`src/shared/tcm_pkg.sv`:
```
// constants, register map and mode type of the torque cut monitor
package tcm_pkg;
   // register bus
   localparam int         ADDR_W         = 4;
   localparam int         DATA_W         = 16;
   localparam logic [3:0] REG_LATCH_SEL  = 4'h0;
   localparam logic [3:0] REG_POL_MASK   = 4'h1;
   localparam logic [3:0] REG_FUNC_BASE  = 4'h2;
   localparam logic [3:0] REG_STATUS     = 4'h8;
   localparam logic [3:0] REG_IRQ_STAT   = 4'h9;
   localparam logic [3:0] REG_IRQ_MASK   = 4'ha;
   localparam logic [3:0] REG_CMD        = 4'hb;
   localparam int         CMD_RESET_BIT  = 0;
   // alarm latch select
   localparam logic [1:0] LATCH_OFF      = 2'h1;
   localparam logic [1:0] LATCH_SEL_RST  = 2'h0;
   // output terminals: relays one to four, open collectors one and two
   localparam int         N_TERM         = 6;
   localparam int         TERM_OC_ONE    = 4;
   localparam int         POL_W          = 12;
   localparam logic [11:0] POL_RST       = 12'h000;
   localparam logic [7:0] FN_NONE        = 8'h00;
   localparam logic [7:0] FN_RUN         = 8'h01;
   localparam logic [7:0] FN_FAULT       = 8'h02;
   localparam logic [7:0] FN_SAFETY      = 8'h2a;
   localparam logic [7:0] FN_RST [N_TERM] =
      '{8'h0b, 8'h01, 8'h00, 8'h00, 8'h2a, 8'h00};
   // fault codes
   localparam logic [7:0] FC_NONE        = 8'h00;
   localparam logic [7:0] FC_CH1         = 8'h48;
   localparam logic [7:0] FC_TCUT        = 8'h4c;
   localparam logic [7:0] FC_CH2         = 8'h4d;
   localparam logic [7:0] FC_DUAL        = 8'h4e;
   // status register fields
   localparam int         ST_MODE_LSB    = 0;
   localparam int         ST_ALARM       = 3;
   localparam int         ST_DRIVE       = 4;
   localparam int         ST_PERMIT      = 5;
   localparam int         ST_CODE_LSB    = 8;
   // interrupt events
   localparam int         IRQ_W          = 4;
   localparam int         IRQ_ALARM      = 0;
   localparam int         IRQ_TCUT       = 1;
   localparam int         IRQ_CHFAULT    = 2;
   localparam int         IRQ_CLEAR      = 3;
   localparam logic [3:0] IRQ_RST        = 4'h0;
   // pin synchroniser lanes
   localparam int         SYNC_W         = 6;
   localparam int         S_CH1          = 0;
   localparam int         S_CH2          = 1;
   localparam int         S_ERR1         = 2;
   localparam int         S_ERR2         = 3;
   localparam int         S_RUN          = 4;
   localparam int         S_RESET        = 5;

   typedef enum logic [2:0]
   {
      MODE_READY,
      MODE_CH1_FAULT,
      MODE_CH2_FAULT,
      MODE_TORQUE_CUT,
      MODE_DUAL_FAULT
   } tcm_mode_e;
endpackage
```
`src/shared/tcm_irq_if.sv`:
```
// event, status and mask signals between monitor core and interrupt block
`timescale 1ns/1ps
interface tcm_irq_if;
   logic [3:0] evt;
   logic       stat_wr;
   logic       mask_wr;
   logic [3:0] wdata;
   logic [3:0] stat;
   logic [3:0] mask;
   logic       irq;

   modport core
   (
      output evt,
      output stat_wr,
      output mask_wr,
      output wdata,
      input  stat,
      input  mask,
      input  irq
   );
   modport irqc
   (
      input  evt,
      input  stat_wr,
      input  mask_wr,
      input  wdata,
      output stat,
      output mask,
      output irq
   );
endinterface

```
`src/design/tcm_irq.sv`:
```
// sticky interrupt status, mask and level interrupt output
`timescale 1ns/1ps
module tcm_irq
(
   // clock and reset
   input  wire logic clk,
   input  wire logic rst_b,
   input  wire logic ce,
   // core side
   tcm_irq_if.irqc   bus
);
   always_ff @(posedge clk or negedge rst_b)
   begin
      if (!rst_b)
         bus.stat <= tcm_pkg::IRQ_RST;
      else if (ce)
      begin
         // a new event outweighs a clear in the same cycle
         if (bus.stat_wr)
            bus.stat <= (bus.stat & ~bus.wdata) | bus.evt;
         else
            bus.stat <= bus.stat | bus.evt;
      end
   end

   always_ff @(posedge clk or negedge rst_b)
   begin
      if (!rst_b)
         bus.mask <= tcm_pkg::IRQ_RST;
      else if (ce && bus.mask_wr)
         bus.mask <= bus.wdata;
   end

   // one cycle behind status, kept registered for a clean output
   always_ff @(posedge clk or negedge rst_b)
   begin
      if (!rst_b)
         bus.irq <= 1'b0;
      else if (ce)
         bus.irq <= |(bus.stat & bus.mask);
   end
endmodule

```
`src/design/tcm_monitor.sv`:
```
// dual channel torque cut monitor: mode decode, alarm, outputs, registers
`timescale 1ns/1ps
module tcm_monitor
(
   // clock, reset, enable
   input  wire logic        clk,
   input  wire logic        rst_b,
   input  wire logic        ce,
   // safety interlock pins
   input  wire logic        safety_channel_one_in,
   input  wire logic        safety_channel_two_in,
   input  wire logic        chan_one_circuit_err,
   input  wire logic        chan_two_circuit_err,
   // controller pins
   input  wire logic        run_cmd_in,
   input  wire logic        reset_cmd_in,
   // register port
   input  wire logic [3:0]  addr,
   input  wire logic [15:0] wdata,
   input  wire logic        wr,
   input  wire logic        rd,
   output logic      [15:0] rdata,
   // drive status
   output logic             torque_enable,
   output logic             torque_cut_display,
   output logic             restart_permit,
   output logic      [7:0]  fault_code,
   // output terminals
   output logic             relay_one_contact,
   output logic             relay_two_contact,
   output logic             relay_three_contact,
   output logic             relay_four_contact,
   output logic             open_collector_one,
   output logic             open_collector_two,
   // interrupt
   output logic             irq
);
   tcm_irq_if irq_bus ();

   logic [5:0]          s;
   tcm_pkg::tcm_mode_e  mode_reg;
   tcm_pkg::tcm_mode_e  mode_next;
   logic                alarm_reg;
   logic                alarm_fault_reg;
   logic [1:0]          latch_sel_reg;
   logic [11:0]         pol_reg;
   logic [7:0]          func_reg [tcm_pkg::N_TERM];
   logic [5:0]          term_reg;
   logic                reset_prev_reg;
   logic [1:0]          prime_reg;
   logic                reset_req;
   logic                chan_fault;
   logic                chan_fault_next;
   logic                safety_act;
   logic                alarm_clr;
   logic                sel_wr_ok;
   logic [15:0]         rdata_next;

   tcm_sync #(.W(tcm_pkg::SYNC_W)) u_sync
   (
      .clk   (clk),
      .rst_b (rst_b),
      .ce    (ce),
      .d     ({reset_cmd_in, run_cmd_in, chan_two_circuit_err,
               chan_one_circuit_err, safety_channel_two_in,
               safety_channel_one_in}),
      .q     (s)
   );

   tcm_irq u_irq
   (
      .clk   (clk),
      .rst_b (rst_b),
      .ce    (ce),
      .bus   (irq_bus)
   );

   function automatic logic is_chan_fault(input tcm_pkg::tcm_mode_e m);
      return m == tcm_pkg::MODE_CH1_FAULT || m == tcm_pkg::MODE_CH2_FAULT ||
             m == tcm_pkg::MODE_DUAL_FAULT;
   endfunction

   // level that a terminal function asks for, before polarity
   function automatic logic term_level(input logic [7:0] fn,
                                       input logic       act,
                                       input logic       run,
                                       input logic       alarm);
      logic lvl;
      lvl = 1'b0;
      if (fn == tcm_pkg::FN_SAFETY)
         lvl = act;
      else if (fn == tcm_pkg::FN_RUN)
         lvl = run;
      else if (fn == tcm_pkg::FN_FAULT)
         lvl = alarm;
      return lvl;
   endfunction

   // circuit errors outrank the input decode
   always_comb
   begin
      if (s[tcm_pkg::S_ERR1] && s[tcm_pkg::S_ERR2])
         mode_next = tcm_pkg::MODE_DUAL_FAULT;
      else if (s[tcm_pkg::S_ERR1])
         mode_next = tcm_pkg::MODE_CH1_FAULT;
      else if (s[tcm_pkg::S_ERR2])
         mode_next = tcm_pkg::MODE_CH2_FAULT;
      else
      begin
         unique case ({s[tcm_pkg::S_CH1], s[tcm_pkg::S_CH2]})
            2'b11: mode_next = tcm_pkg::MODE_READY;
            2'b10: mode_next = tcm_pkg::MODE_CH2_FAULT;
            2'b01: mode_next = tcm_pkg::MODE_CH1_FAULT;
            2'b00: mode_next = tcm_pkg::MODE_TORQUE_CUT;
         endcase
      end
   end

   always_ff @(posedge clk or negedge rst_b)
   begin
      if (!rst_b)
      begin
         mode_reg  <= tcm_pkg::MODE_READY;
         prime_reg <= '0;
      end
      else if (ce)
      begin
         prime_reg <= {prime_reg[0], 1'b1};
         // synchroniser still shows its reset zeros for two edges,
         // which would decode as a false torque cut and latch an alarm
         if (prime_reg[1])
            mode_reg <= mode_next;
      end
   end

   assign chan_fault      = is_chan_fault(mode_reg);
   assign chan_fault_next = is_chan_fault(mode_next);
   assign safety_act      = mode_reg != tcm_pkg::MODE_READY;
   assign reset_req = (s[tcm_pkg::S_RESET] && !reset_prev_reg) ||
                      (wr && addr == tcm_pkg::REG_CMD &&
                       wdata[tcm_pkg::CMD_RESET_BIT]);
   // only a ready drive may drop its alarm
   assign alarm_clr = alarm_reg && !safety_act &&
                      ((!alarm_fault_reg &&
                        latch_sel_reg == tcm_pkg::LATCH_OFF) ||
                       reset_req);
   assign sel_wr_ok = !chan_fault && !alarm_fault_reg;

   always_ff @(posedge clk or negedge rst_b)
   begin
      if (!rst_b)
         reset_prev_reg <= 1'b0;
      else if (ce)
         reset_prev_reg <= s[tcm_pkg::S_RESET];
   end

   // alarm: set by any non-ready mode, cleared per latch policy
   always_ff @(posedge clk or negedge rst_b)
   begin
      if (!rst_b)
      begin
         alarm_reg       <= 1'b0;
         alarm_fault_reg <= 1'b0;
      end
      else if (ce)
      begin
         if (safety_act)
         begin
            alarm_reg       <= 1'b1;
            alarm_fault_reg <= alarm_fault_reg | chan_fault;
         end
         else if (alarm_clr)
         begin
            alarm_reg       <= 1'b0;
            alarm_fault_reg <= 1'b0;
         end
      end
   end

   always_ff @(posedge clk or negedge rst_b)
   begin
      if (!rst_b)
         fault_code <= tcm_pkg::FC_NONE;
      else if (ce)
      begin
         unique case (mode_reg)
            tcm_pkg::MODE_CH1_FAULT:  fault_code <= tcm_pkg::FC_CH1;
            tcm_pkg::MODE_CH2_FAULT:  fault_code <= tcm_pkg::FC_CH2;
            tcm_pkg::MODE_DUAL_FAULT: fault_code <= tcm_pkg::FC_DUAL;
            tcm_pkg::MODE_TORQUE_CUT:
               fault_code <= (latch_sel_reg == tcm_pkg::LATCH_OFF) ?
                             tcm_pkg::FC_NONE : tcm_pkg::FC_TCUT;
            tcm_pkg::MODE_READY:
               if (alarm_clr)
                  fault_code <= tcm_pkg::FC_NONE;
         endcase
      end
   end

   // drive status outputs
   always_ff @(posedge clk or negedge rst_b)
   begin
      if (!rst_b)
      begin
         torque_enable      <= 1'b0;
         torque_cut_display <= 1'b0;
         restart_permit     <= 1'b0;
      end
      else if (ce)
      begin
         // a latched alarm keeps torque off even when ready
         torque_enable      <= !safety_act && !alarm_reg &&
                               s[tcm_pkg::S_RUN];
         torque_cut_display <= mode_reg == tcm_pkg::MODE_TORQUE_CUT;
         restart_permit     <= !safety_act && !alarm_reg;
      end
   end

   // configuration registers
   always_ff @(posedge clk or negedge rst_b)
   begin
      if (!rst_b)
      begin
         latch_sel_reg <= tcm_pkg::LATCH_SEL_RST;
         pol_reg       <= tcm_pkg::POL_RST;
         for (int i = 0; i < tcm_pkg::N_TERM; i++)
            func_reg[i] <= tcm_pkg::FN_RST[i];
      end
      else if (ce && wr)
      begin
         if (addr == tcm_pkg::REG_LATCH_SEL && sel_wr_ok)
            latch_sel_reg <= wdata[1:0];
         if (addr == tcm_pkg::REG_POL_MASK)
            pol_reg <= wdata[tcm_pkg::POL_W-1:0];
         for (int i = 0; i < tcm_pkg::N_TERM; i++)
            if (addr == tcm_pkg::REG_FUNC_BASE + 4'(i))
               func_reg[i] <= wdata[7:0];
      end
   end

   always_ff @(posedge clk or negedge rst_b)
   begin
      if (!rst_b)
         term_reg <= '0;
      else if (ce)
         for (int i = 0; i < tcm_pkg::N_TERM; i++)
            term_reg[i] <= term_level(func_reg[i], safety_act,
                                      !safety_act && !alarm_reg &&
                                      s[tcm_pkg::S_RUN],
                                      alarm_reg | safety_act) ^
                           pol_reg[i];
   end

   assign relay_one_contact   = term_reg[0];
   assign relay_two_contact   = term_reg[1];
   assign relay_three_contact = term_reg[2];
   assign relay_four_contact  = term_reg[3];
   assign open_collector_one  = term_reg[4];
   assign open_collector_two  = term_reg[5];

   // interrupt events and register access
   assign irq_bus.evt[tcm_pkg::IRQ_ALARM]   = safety_act && !alarm_reg;
   assign irq_bus.evt[tcm_pkg::IRQ_TCUT]    =
      mode_next == tcm_pkg::MODE_TORQUE_CUT &&
      mode_reg != tcm_pkg::MODE_TORQUE_CUT;
   assign irq_bus.evt[tcm_pkg::IRQ_CHFAULT] = chan_fault_next && !chan_fault;
   assign irq_bus.evt[tcm_pkg::IRQ_CLEAR]   = alarm_clr;
   assign irq_bus.stat_wr = wr && addr == tcm_pkg::REG_IRQ_STAT;
   assign irq_bus.mask_wr = wr && addr == tcm_pkg::REG_IRQ_MASK;
   assign irq_bus.wdata   = wdata[tcm_pkg::IRQ_W-1:0];
   assign irq             = irq_bus.irq;

   always_comb
   begin
      rdata_next = '0;
      if (addr == tcm_pkg::REG_LATCH_SEL)
         rdata_next[1:0] = latch_sel_reg;
      else if (addr == tcm_pkg::REG_POL_MASK)
         rdata_next[tcm_pkg::POL_W-1:0] = pol_reg;
      else if (addr >= tcm_pkg::REG_FUNC_BASE && addr < tcm_pkg::REG_STATUS)
         rdata_next[7:0] = func_reg[3'(addr - tcm_pkg::REG_FUNC_BASE)];
      else if (addr == tcm_pkg::REG_STATUS)
      begin
         rdata_next[tcm_pkg::ST_MODE_LSB +: 3] = mode_reg;
         rdata_next[tcm_pkg::ST_ALARM]         = alarm_reg;
         rdata_next[tcm_pkg::ST_DRIVE]         = torque_enable;
         rdata_next[tcm_pkg::ST_PERMIT]        = restart_permit;
         rdata_next[tcm_pkg::ST_CODE_LSB +: 8] = fault_code;
      end
      else if (addr == tcm_pkg::REG_IRQ_STAT)
         rdata_next[tcm_pkg::IRQ_W-1:0] = irq_bus.stat;
      else if (addr == tcm_pkg::REG_IRQ_MASK)
         rdata_next[tcm_pkg::IRQ_W-1:0] = irq_bus.mask;
   end

   always_ff @(posedge clk or negedge rst_b)
   begin
      if (!rst_b)
         rdata <= '0;
      else if (ce && rd)
         rdata <= rdata_next;
      else if (ce)
         rdata <= '0;
   end
endmodule

```
`src/design/tcm_sync.sv`:
```
// two flip-flop synchroniser for the pin inputs
`timescale 1ns/1ps
module tcm_sync #(
   parameter int W = 6
)
(
   // clock and reset
   input  wire logic         clk,
   input  wire logic         rst_b,
   input  wire logic         ce,
   // lanes
   input  wire logic [W-1:0] d,
   output logic      [W-1:0] q
);
   logic [W-1:0] meta_reg;

   always_ff @(posedge clk or negedge rst_b)
   begin
      if (!rst_b)
      begin
         meta_reg <= '0;
         q        <= '0;
      end
      else if (ce)
      begin
         meta_reg <= d;
         q        <= meta_reg;
      end
   end
endmodule

```
`config.mk`:
```
export PLATFORM = sky130hd
export DESIGN_NAME = tcm_monitor
export DESIGN_NICKNAME = d
export VERILOG_FILES = /design/src/shared/tcm_pkg.sv /design/src/shared/tcm_irq_if.sv /design/src/design/tcm_irq.sv /design/src/design/tcm_monitor.sv /design/src/design/tcm_sync.sv
export SDC_FILE = /design/constraint.sdc
export NUM_CORES = 1
export LEC_CHECK = 0
export ABC_AREA = 1
export BUFFER_PORTS_ARGS = -buffer_cell sky130_fd_sc_hd__buf_2
export CORE_MARGIN = 2
export CORE_UTILIZATION = 63
export DETAILED_ROUTE_END_ITERATION = 7
export GPL_ROUTABILITY_DRIVEN = 0
export PLACE_DENSITY = 0.89
export SLEW_MARGIN = 15
export SYNTH_ARGS = -nofsm -noshare
export SYNTH_HDL_FRONTEND = slang
export SYNTH_SLANG_ARGS = --single-unit
export TNS_END_PERCENT = 30
```
`constraint.sdc`:
```
create_clock -name clk -period 3.7 [get_ports clk]
set_input_delay 1.11 -clock clk [delete_from_list [all_inputs] [get_ports clk]]
set_output_delay 1.11 -clock clk [all_outputs]
set_load 0.05 [all_outputs]
```
==> results of run 1 <==
==> per-stage QoR <==
stage                     utilization  hold WS, ps
after floorplan                     -          437
after global placement          0.694          450
after detailed placement        0.694          458
after CTS                       0.767          473
after global routing            0.767          489
final                           0.767          469
==> layout make-up <==
class	instances	area share
clock inverter	13	0.0304
tap	108	0.0200
clock buffer	19	0.0639
multi-input combinational	530	0.356
timing repair buffer	58	0.0467
inverter	85	0.0480
sequential	117	0.435
==> synthesized netlist by cell type (2+ instances only) <==
cell,n,area [µm²]
buf_6,2,22.5
o221ai_1,3,26.3
clkbuf_1,14,52.6
nand2_4,3,33.8
nand2_1,270,1010
dfstp_2,7,184
a22o_1,3,26.3
a21oi_1,22,110
nand4_1,18,113
buf_2,4,20.0
a22oi_1,2,15.0
o22ai_1,2,12.5
dfrtp_1,110,2750
inv_2,3,11.3
buf_4,7,52.6
nand3_1,43,215
nand2_2,2,12.5
inv_1,80,300
o21bai_1,6,45.0
nor2_1,41,154
mux2_4,2,30.0
nand3b_1,2,15.0
o21ai_0,95,475
or2_2,2,12.5
==> power breakdown <==
| group | leakage, µW | internal (µW) | switching [µW] |
|---|---|---|---|
| clock network | 0.000304 | 1180 | 608 |
| registers | 0.00147 | 1510 | 187 |
| logic | 0.00174 | 242 | 601 |
==> cell families after synthesis <==
family          count (synthesis)
simple gates                  384
compound gates                136
flops                         117
buf+inv                       113
mux                             3
fa+ha+maj                       1
other cells                     1
==> tightest hold or removal path, cell delays in order, from the launching register on <==
cell and delay [ps]:
dfrtp_1 340, nand2_1 50, nand2_1 50
==> final timing paths <==
check	endpoint	startpoint	slack, ps	cells past startpoint
worst min register to register	u_sync.meta_reg[5]$_DFFE_PN0P_	u_sync.meta_reg[5]$_DFFE_PN0P_	470	2
max in group asynchronous	pol_reg[0]$_DFFE_PN0P_	rst_b	2580	2
worst max register to register	term_reg[3]$_DFFE_PN0P_	mode_reg[0]$_DFFE_PN0P_	1360	7
worst min-delay path	u_sync.meta_reg[5]$_DFFE_PN0P_	u_sync.meta_reg[5]$_DFFE_PN0P_	470	2
worst max-delay path	term_reg[3]$_DFFE_PN0P_	mode_reg[0]$_DFFE_PN0P_	1360	7
min in group asynchronous	pol_reg[7]$_DFFE_PN0P_	rst_b	660	2
==> layer usage <==
metal / GRT usage / share of wire
met4: 0.181 / 0.049
met5: 0 / 0.00092
met3: 0.0850 / 0.11
met1: 0.432 / 0.37
met2: 0.552 / 0.46
==> results.yml, run 1 <==
status:
  outcome: "completed"
finish:
  largest_register_ffs: 48
  final_cell_count_no_fill: 930
  layout.filler_cells: 580
  finish.net_count: 841
  design_area_mm2: 0.00675
  synthToLayoutAreaGrowth_pct: 16.5
  most_common_library_cell_in_the_layout_ignoring_fill_and_taps: "nand2_1"
  most-common-layout-cells: "270 x nand2_1, 110 x dfrtp_1, 95 x o21ai_0, 80 x inv_1, 53 x buf_2"
  layout-drive-gt1-share: 0.136
  antenna-diode-count: 0
  multiInputGateArea_mm2: 0.00240
  final-seq-area_mm2: 0.00294
route:
  drt_drc_violations_left: 0
  detail_route.wirelength_mm: 16.2
  wl_per_cell_um: 17.5
  initialDrtViolationCount: 798
  routed_via_density: 6.08
  firstDrtPassIters: 7
  postRouteAntennaNets: 0
  dr_total_vias: 5652
logic_synthesis:
  asyncSetResetFlopFracSynth: 1.00
  synth_warnings: 0
  synth_simple_gate_area_frac: 0.274
  synth_cells: 755
  synth_top_family_by_area: "simple AND/OR/NAND/NOR gates"
  ys.flop_type: "dfrtp_1"
  post_synth_fa_ha_maj_area_fraction: 0.00216
  ys_seq_area_frac: 0.507
  synth_compound_area_frac: 0.127
  ys_ff_latch: 117
  synth-xor-area-share: 0
  number_of_synthesized_flops_with_an_enable_pin: 0
  post_synth_mux_area_share: 0.00712
  number_of_distinct_library_cell_variants_in_the_gate_level_netlist_after_synthesis: 36
  synth.avg_cell_area_um2: 7.68
  post_synthesis_cell_area_mm2: 0.00580
setup_path:
  bufs_and_invs_on_worst_path: 0
  setup.worst_path.start_class: "flip-flop"
  critPathKind: "reg -> reg"
  worst-endpoint-arrival_ps: 2820
  cpLargestDelayFamily: "simple AND/OR/NAND/NOR gates"
  crit_path_cell_trace: "nor2_2 > nand4_1 > o21bai_1 > nand3_1 > nand2_1 > nand3_1 > nand2_1"
  path_max_fanout: 10
  crit_required_ps: 4170
  critPathMaxStageDelay_ps: 500
  cpMaxStageDelayCell: "nand4_1"
  critical_path.endpoint_type: "flip-flop"
pwr:
  total_power_uw: 4320
  static-leakage-power_uw: 0.00352
  vdd_ir_drop_max_mv: 0.398
  power.density_cell_area_mw_per_mm2: 640
floorplanning:
  initial_utilization: 0.658
  placement_rows: 34
  chipHeight_um: 99.9
  die_width_um: 99.9
  floorplan.die_area_mm2: 0.00998
  core-area_mm2: 0.00881
  ios: 65
cts:
  cts_inserted_buffers: 17
  ctsResizeCount: 0
  buffer_count_from_post_cts_setup_fixing: 0
  cts_hold_buffers: 0
  worst_skew_pair.late_latency_ps: 530
  cts.root.buffer_cell: "clkbuf_8"
  cts_buffer_depth: 2
  sink_count: 117
  clk_pin_slew_worst_paths_ps: 60
  cts_tree: "built"
  h-tree-depth: 4
flow_run:
  max_cap_violations: 0
sta:
  timing_worst_slew_pin_value_ps: 626
  fmaxAchievable_mhz: 427
  period_needed_ps: 2340
  timing.final.crit_share: 0.633
  fin_skew_ps: 5.70
  finalSetupTns_ps: 0
  finalSetupViolations: 0
  hold_violations: 0
  drv_slew: 0
  grt_setup_unrepaired: "false"
  layout_setup_ws_ps: 1360
  slew_headroom: 0.582
worst_hold_path:
  hp-class: "reg -> reg"
global_route:
  antenna_violations_before_repair: 1
  grt_util_all_layers: 0.343
  global_route_wire_length_before_repair_mm: 26.5
  pin_count_of_the_biggest_net_entering_global_routing: 118
  globalRoute.totalOverflow: 0
  grt_pass1_vias: 5584
place:
  postPlaceCellArea_mm2: 0.00611
  portBuffers: 54
  detailed_placement_hpwl_mm: 10.2
  pre_cts_ws_ps: 952
  placed_cells_incl_taps: 898
No activity file was read; power rests on OpenSTA's default activity.
==> run 2: changes to the inputs <==
- CORE_UTILIZATION: 63 -> 53
- PLACE_DENSITY: 0.89 -> 0.8
- clock period: 3.7 -> 1.9 ns (I/O delays scaled with it)
==> run 2 against run 1 <==
  * The flow now finishes with violations (DRC)
  * Utilization shrank 11 points
  * Final area up 4.0%
  * Worst hold slack got worse by 450 ps
  * Die area is 18% higher
  * Wire length shrank 0.88%
  * Clock power increased by 84%
  * Global-route usage decreased by 5.5 points
  * Clock skew rose by 3.0 ps
  * Setup slack got worse by 1200 ps
  * Critical path type is now reg -> out
  * Critical endpoint is now fault_code[3]
  * Largest cell class unchanged
  * Highest routed layer is now met4
==> results.yml, run 2 (same netlist as run 1, synthesis figures left out) <==
finish:
  design_area_mm2: 0.00702
  final_cell_count_no_fill: 993
  synthToLayoutAreaGrowth_pct: 21.1
  layout-drive-gt1-share: 0.169
  finish.net_count: 872
  antenna-diode-count: 0
  most-common-layout-cells: "270 x nand2_1, 110 x dfrtp_1, 95 x o21ai_0, 80 x inv_1, 53 x buf_2"
  largest_register_ffs: 48
  most_common_library_cell_in_the_layout_ignoring_fill_and_taps: "nand2_1"
global_route:
  global_route_wire_length_before_repair_mm: 25.8
  globalRoute.totalOverflow: 0
  grt_pass1_vias: 5359
  antenna_violations_before_repair: 0
  grt_util_all_layers: 0.288
  pin_count_of_the_biggest_net_entering_global_routing: 68
route:
  initialDrtViolationCount: 673
  drt_drc_violations_left: 16
  routed_via_density: 5.61
  detail_route.wirelength_mm: 16.1
  dr_total_vias: 5573
  firstDrtPassIters: 8
  wl_per_cell_um: 16.2
  postRouteAntennaNets: 0
pwr:
  vdd_ir_drop_max_mv: 0.540
  power.density_cell_area_mw_per_mm2: 1180
  cellInternalPower_uw: 5480
  switching_power_uw: 2770
  share_clk_of_total_power: 0.399
  net_sw_frac: 0.336
  power.share.sequential: 0.401
  static-leakage-power_uw: 0.00367
  comb_power_share: 0.201
floorplanning:
  core-area_mm2: 0.0107
  chipHeight_um: 109
  ios: 65
  placement_rows: 38
  die_width_um: 109
  floorplan.die_area_mm2: 0.0118
  initial_utilization: 0.539
cts:
  worst_skew_pair.late_latency_ps: 530
  cts.root.buffer_cell: "clkbuf_8"
  clk_pin_slew_worst_paths_ps: 60
  sink_count: 117
  buffer_count_from_post_cts_setup_fixing: 0
  cts_tree: "built"
  cts_inserted_buffers: 17
  cts_hold_buffers: 0
  h-tree-depth: 4
  ctsResizeCount: 0
  cts_buffer_depth: 2
setup_path:
  critPathMaxStageDelay_ps: 400
  cpLargestDelayFamily: "flip-flops"
  critical_path.endpoint_type: "output port"
  worst-endpoint-arrival_ps: 1210
  reg2reg_setup_slack_ps: 170
  setup.worst_path.start_class: "flip-flop"
  path_max_fanout: 4
  crit_path_cell_trace: "buf_2"
  critPathKind: "reg -> out"
  crit_required_ps: 1330
  cpMaxStageDelayCell: "dfrtp_1"
  bufs_and_invs_on_worst_path: 1
sta:
  period_needed_ps: 1780
  timing.final.crit_share: 0.937
  grt_setup_unrepaired: "false"
  hold_violations: 0
  finalSetupViolations: 0
  fmaxAchievable_mhz: 562
  fin_skew_ps: 8.70
  finalSetupTns_ps: 0
  drv_slew: 0
place:
  detailed_placement_hpwl_mm: 11.1
  placed_cells_incl_taps: 961
  postPlaceCellArea_mm2: 0.00641
  portBuffers: 54
status:
  outcome: "finished with violations"
  failing_checks: "DRC"
worst_hold_path:
  hp-class: "in -> async"
flow_run:
  max_cap_violations: 0
## run 2: through the flow
| step | utilization | hold WS [ps] | worst slack [ps] | total power (µW) |
|---|---|---|---|---|
| floorplan | - | 274 | 102 | 4380 |
| global route | 0.653 | 39.3 | 74.1 | 8630 |
| finish | 0.653 | 22.0 | 120 | 8250 |
| detailed placement | 0.597 | 464 | 20.9 | 4930 |
| CTS | 0.653 | 32.3 | 108 | 8240 |
| global placement | 0.597 | 450 | 52.8 | 4860 |
## run 2: area by class of cell
cell class	instances	area (µm²)
Fill cell	893	3730
Clock buffer	17	414
Timing Repair Buffer	89	573
Clock inverter	15	193
Inverter	85	324
Sequential cell	117	2940
Multi-Input combinational cell	530	2400
Tap cell	140	175
## run 2: worst paths after layout
| check | start | to | cells after the start |
|---|---|---|---|
| max reg2reg | mode_reg[0]$_DFFE_PN0P_ | term_reg[0]$_DFFE_PN0P_ | 9 |
| max | fault_code[3]$_DFFE_PN0P_ | fault_code[3] | 1 |
| max in group asynchronous | rst_b | func_reg[32]$_DFFE_PN1P_ | 2 |
| min | rst_b | rdata[9]$_DFFE_PN0P_ | 2 |
| min reg2reg | rdata[2]$_DFFE_PN0P_ | rdata[2]$_DFFE_PN0P_ | 2 |
| min in group clk | safety_channel_two_in | u_sync.meta_reg[1]$_DFFE_PN0P_ | 3 |
## run 2: power groups by stage
stage | combinational (µW) | clock, µW | sequential (µW)
2_1_floorplan | 897 | 0 | 3490
5_1_grt | 1840 | 3440 | 3350
3_3_place_gp | 1560 | 0 | 3300
6_report | 1660 | 3290 | 3310
4_1_cts | 1640 | 3310 | 3290
3_5_place_dp | 1610 | 0 | 3320
## run 2: worst reg2reg max path: cells and delay by family, from the launching register on
kind	cells	cell delay, ps
AOI/OAI and AO/OA	1	90
DFF	1	440
buffers and inverters	1	220
and+or+nand+nor	7	880
## run 2: layer usage
metal / vias to the layer above / wire length (µm) / global-route usage / part of all wire
met5: - / 0 / 0 / 0
met4: 0 / 790 / 0.175 / 0.049
met3: 82 / 1240 / 0.0669 / 0.077
met2: 308 / 7670 / 0.459 / 0.48
met1: 2590 / 6390 / 0.356 / 0.40
li1: 2593 / - / - / -
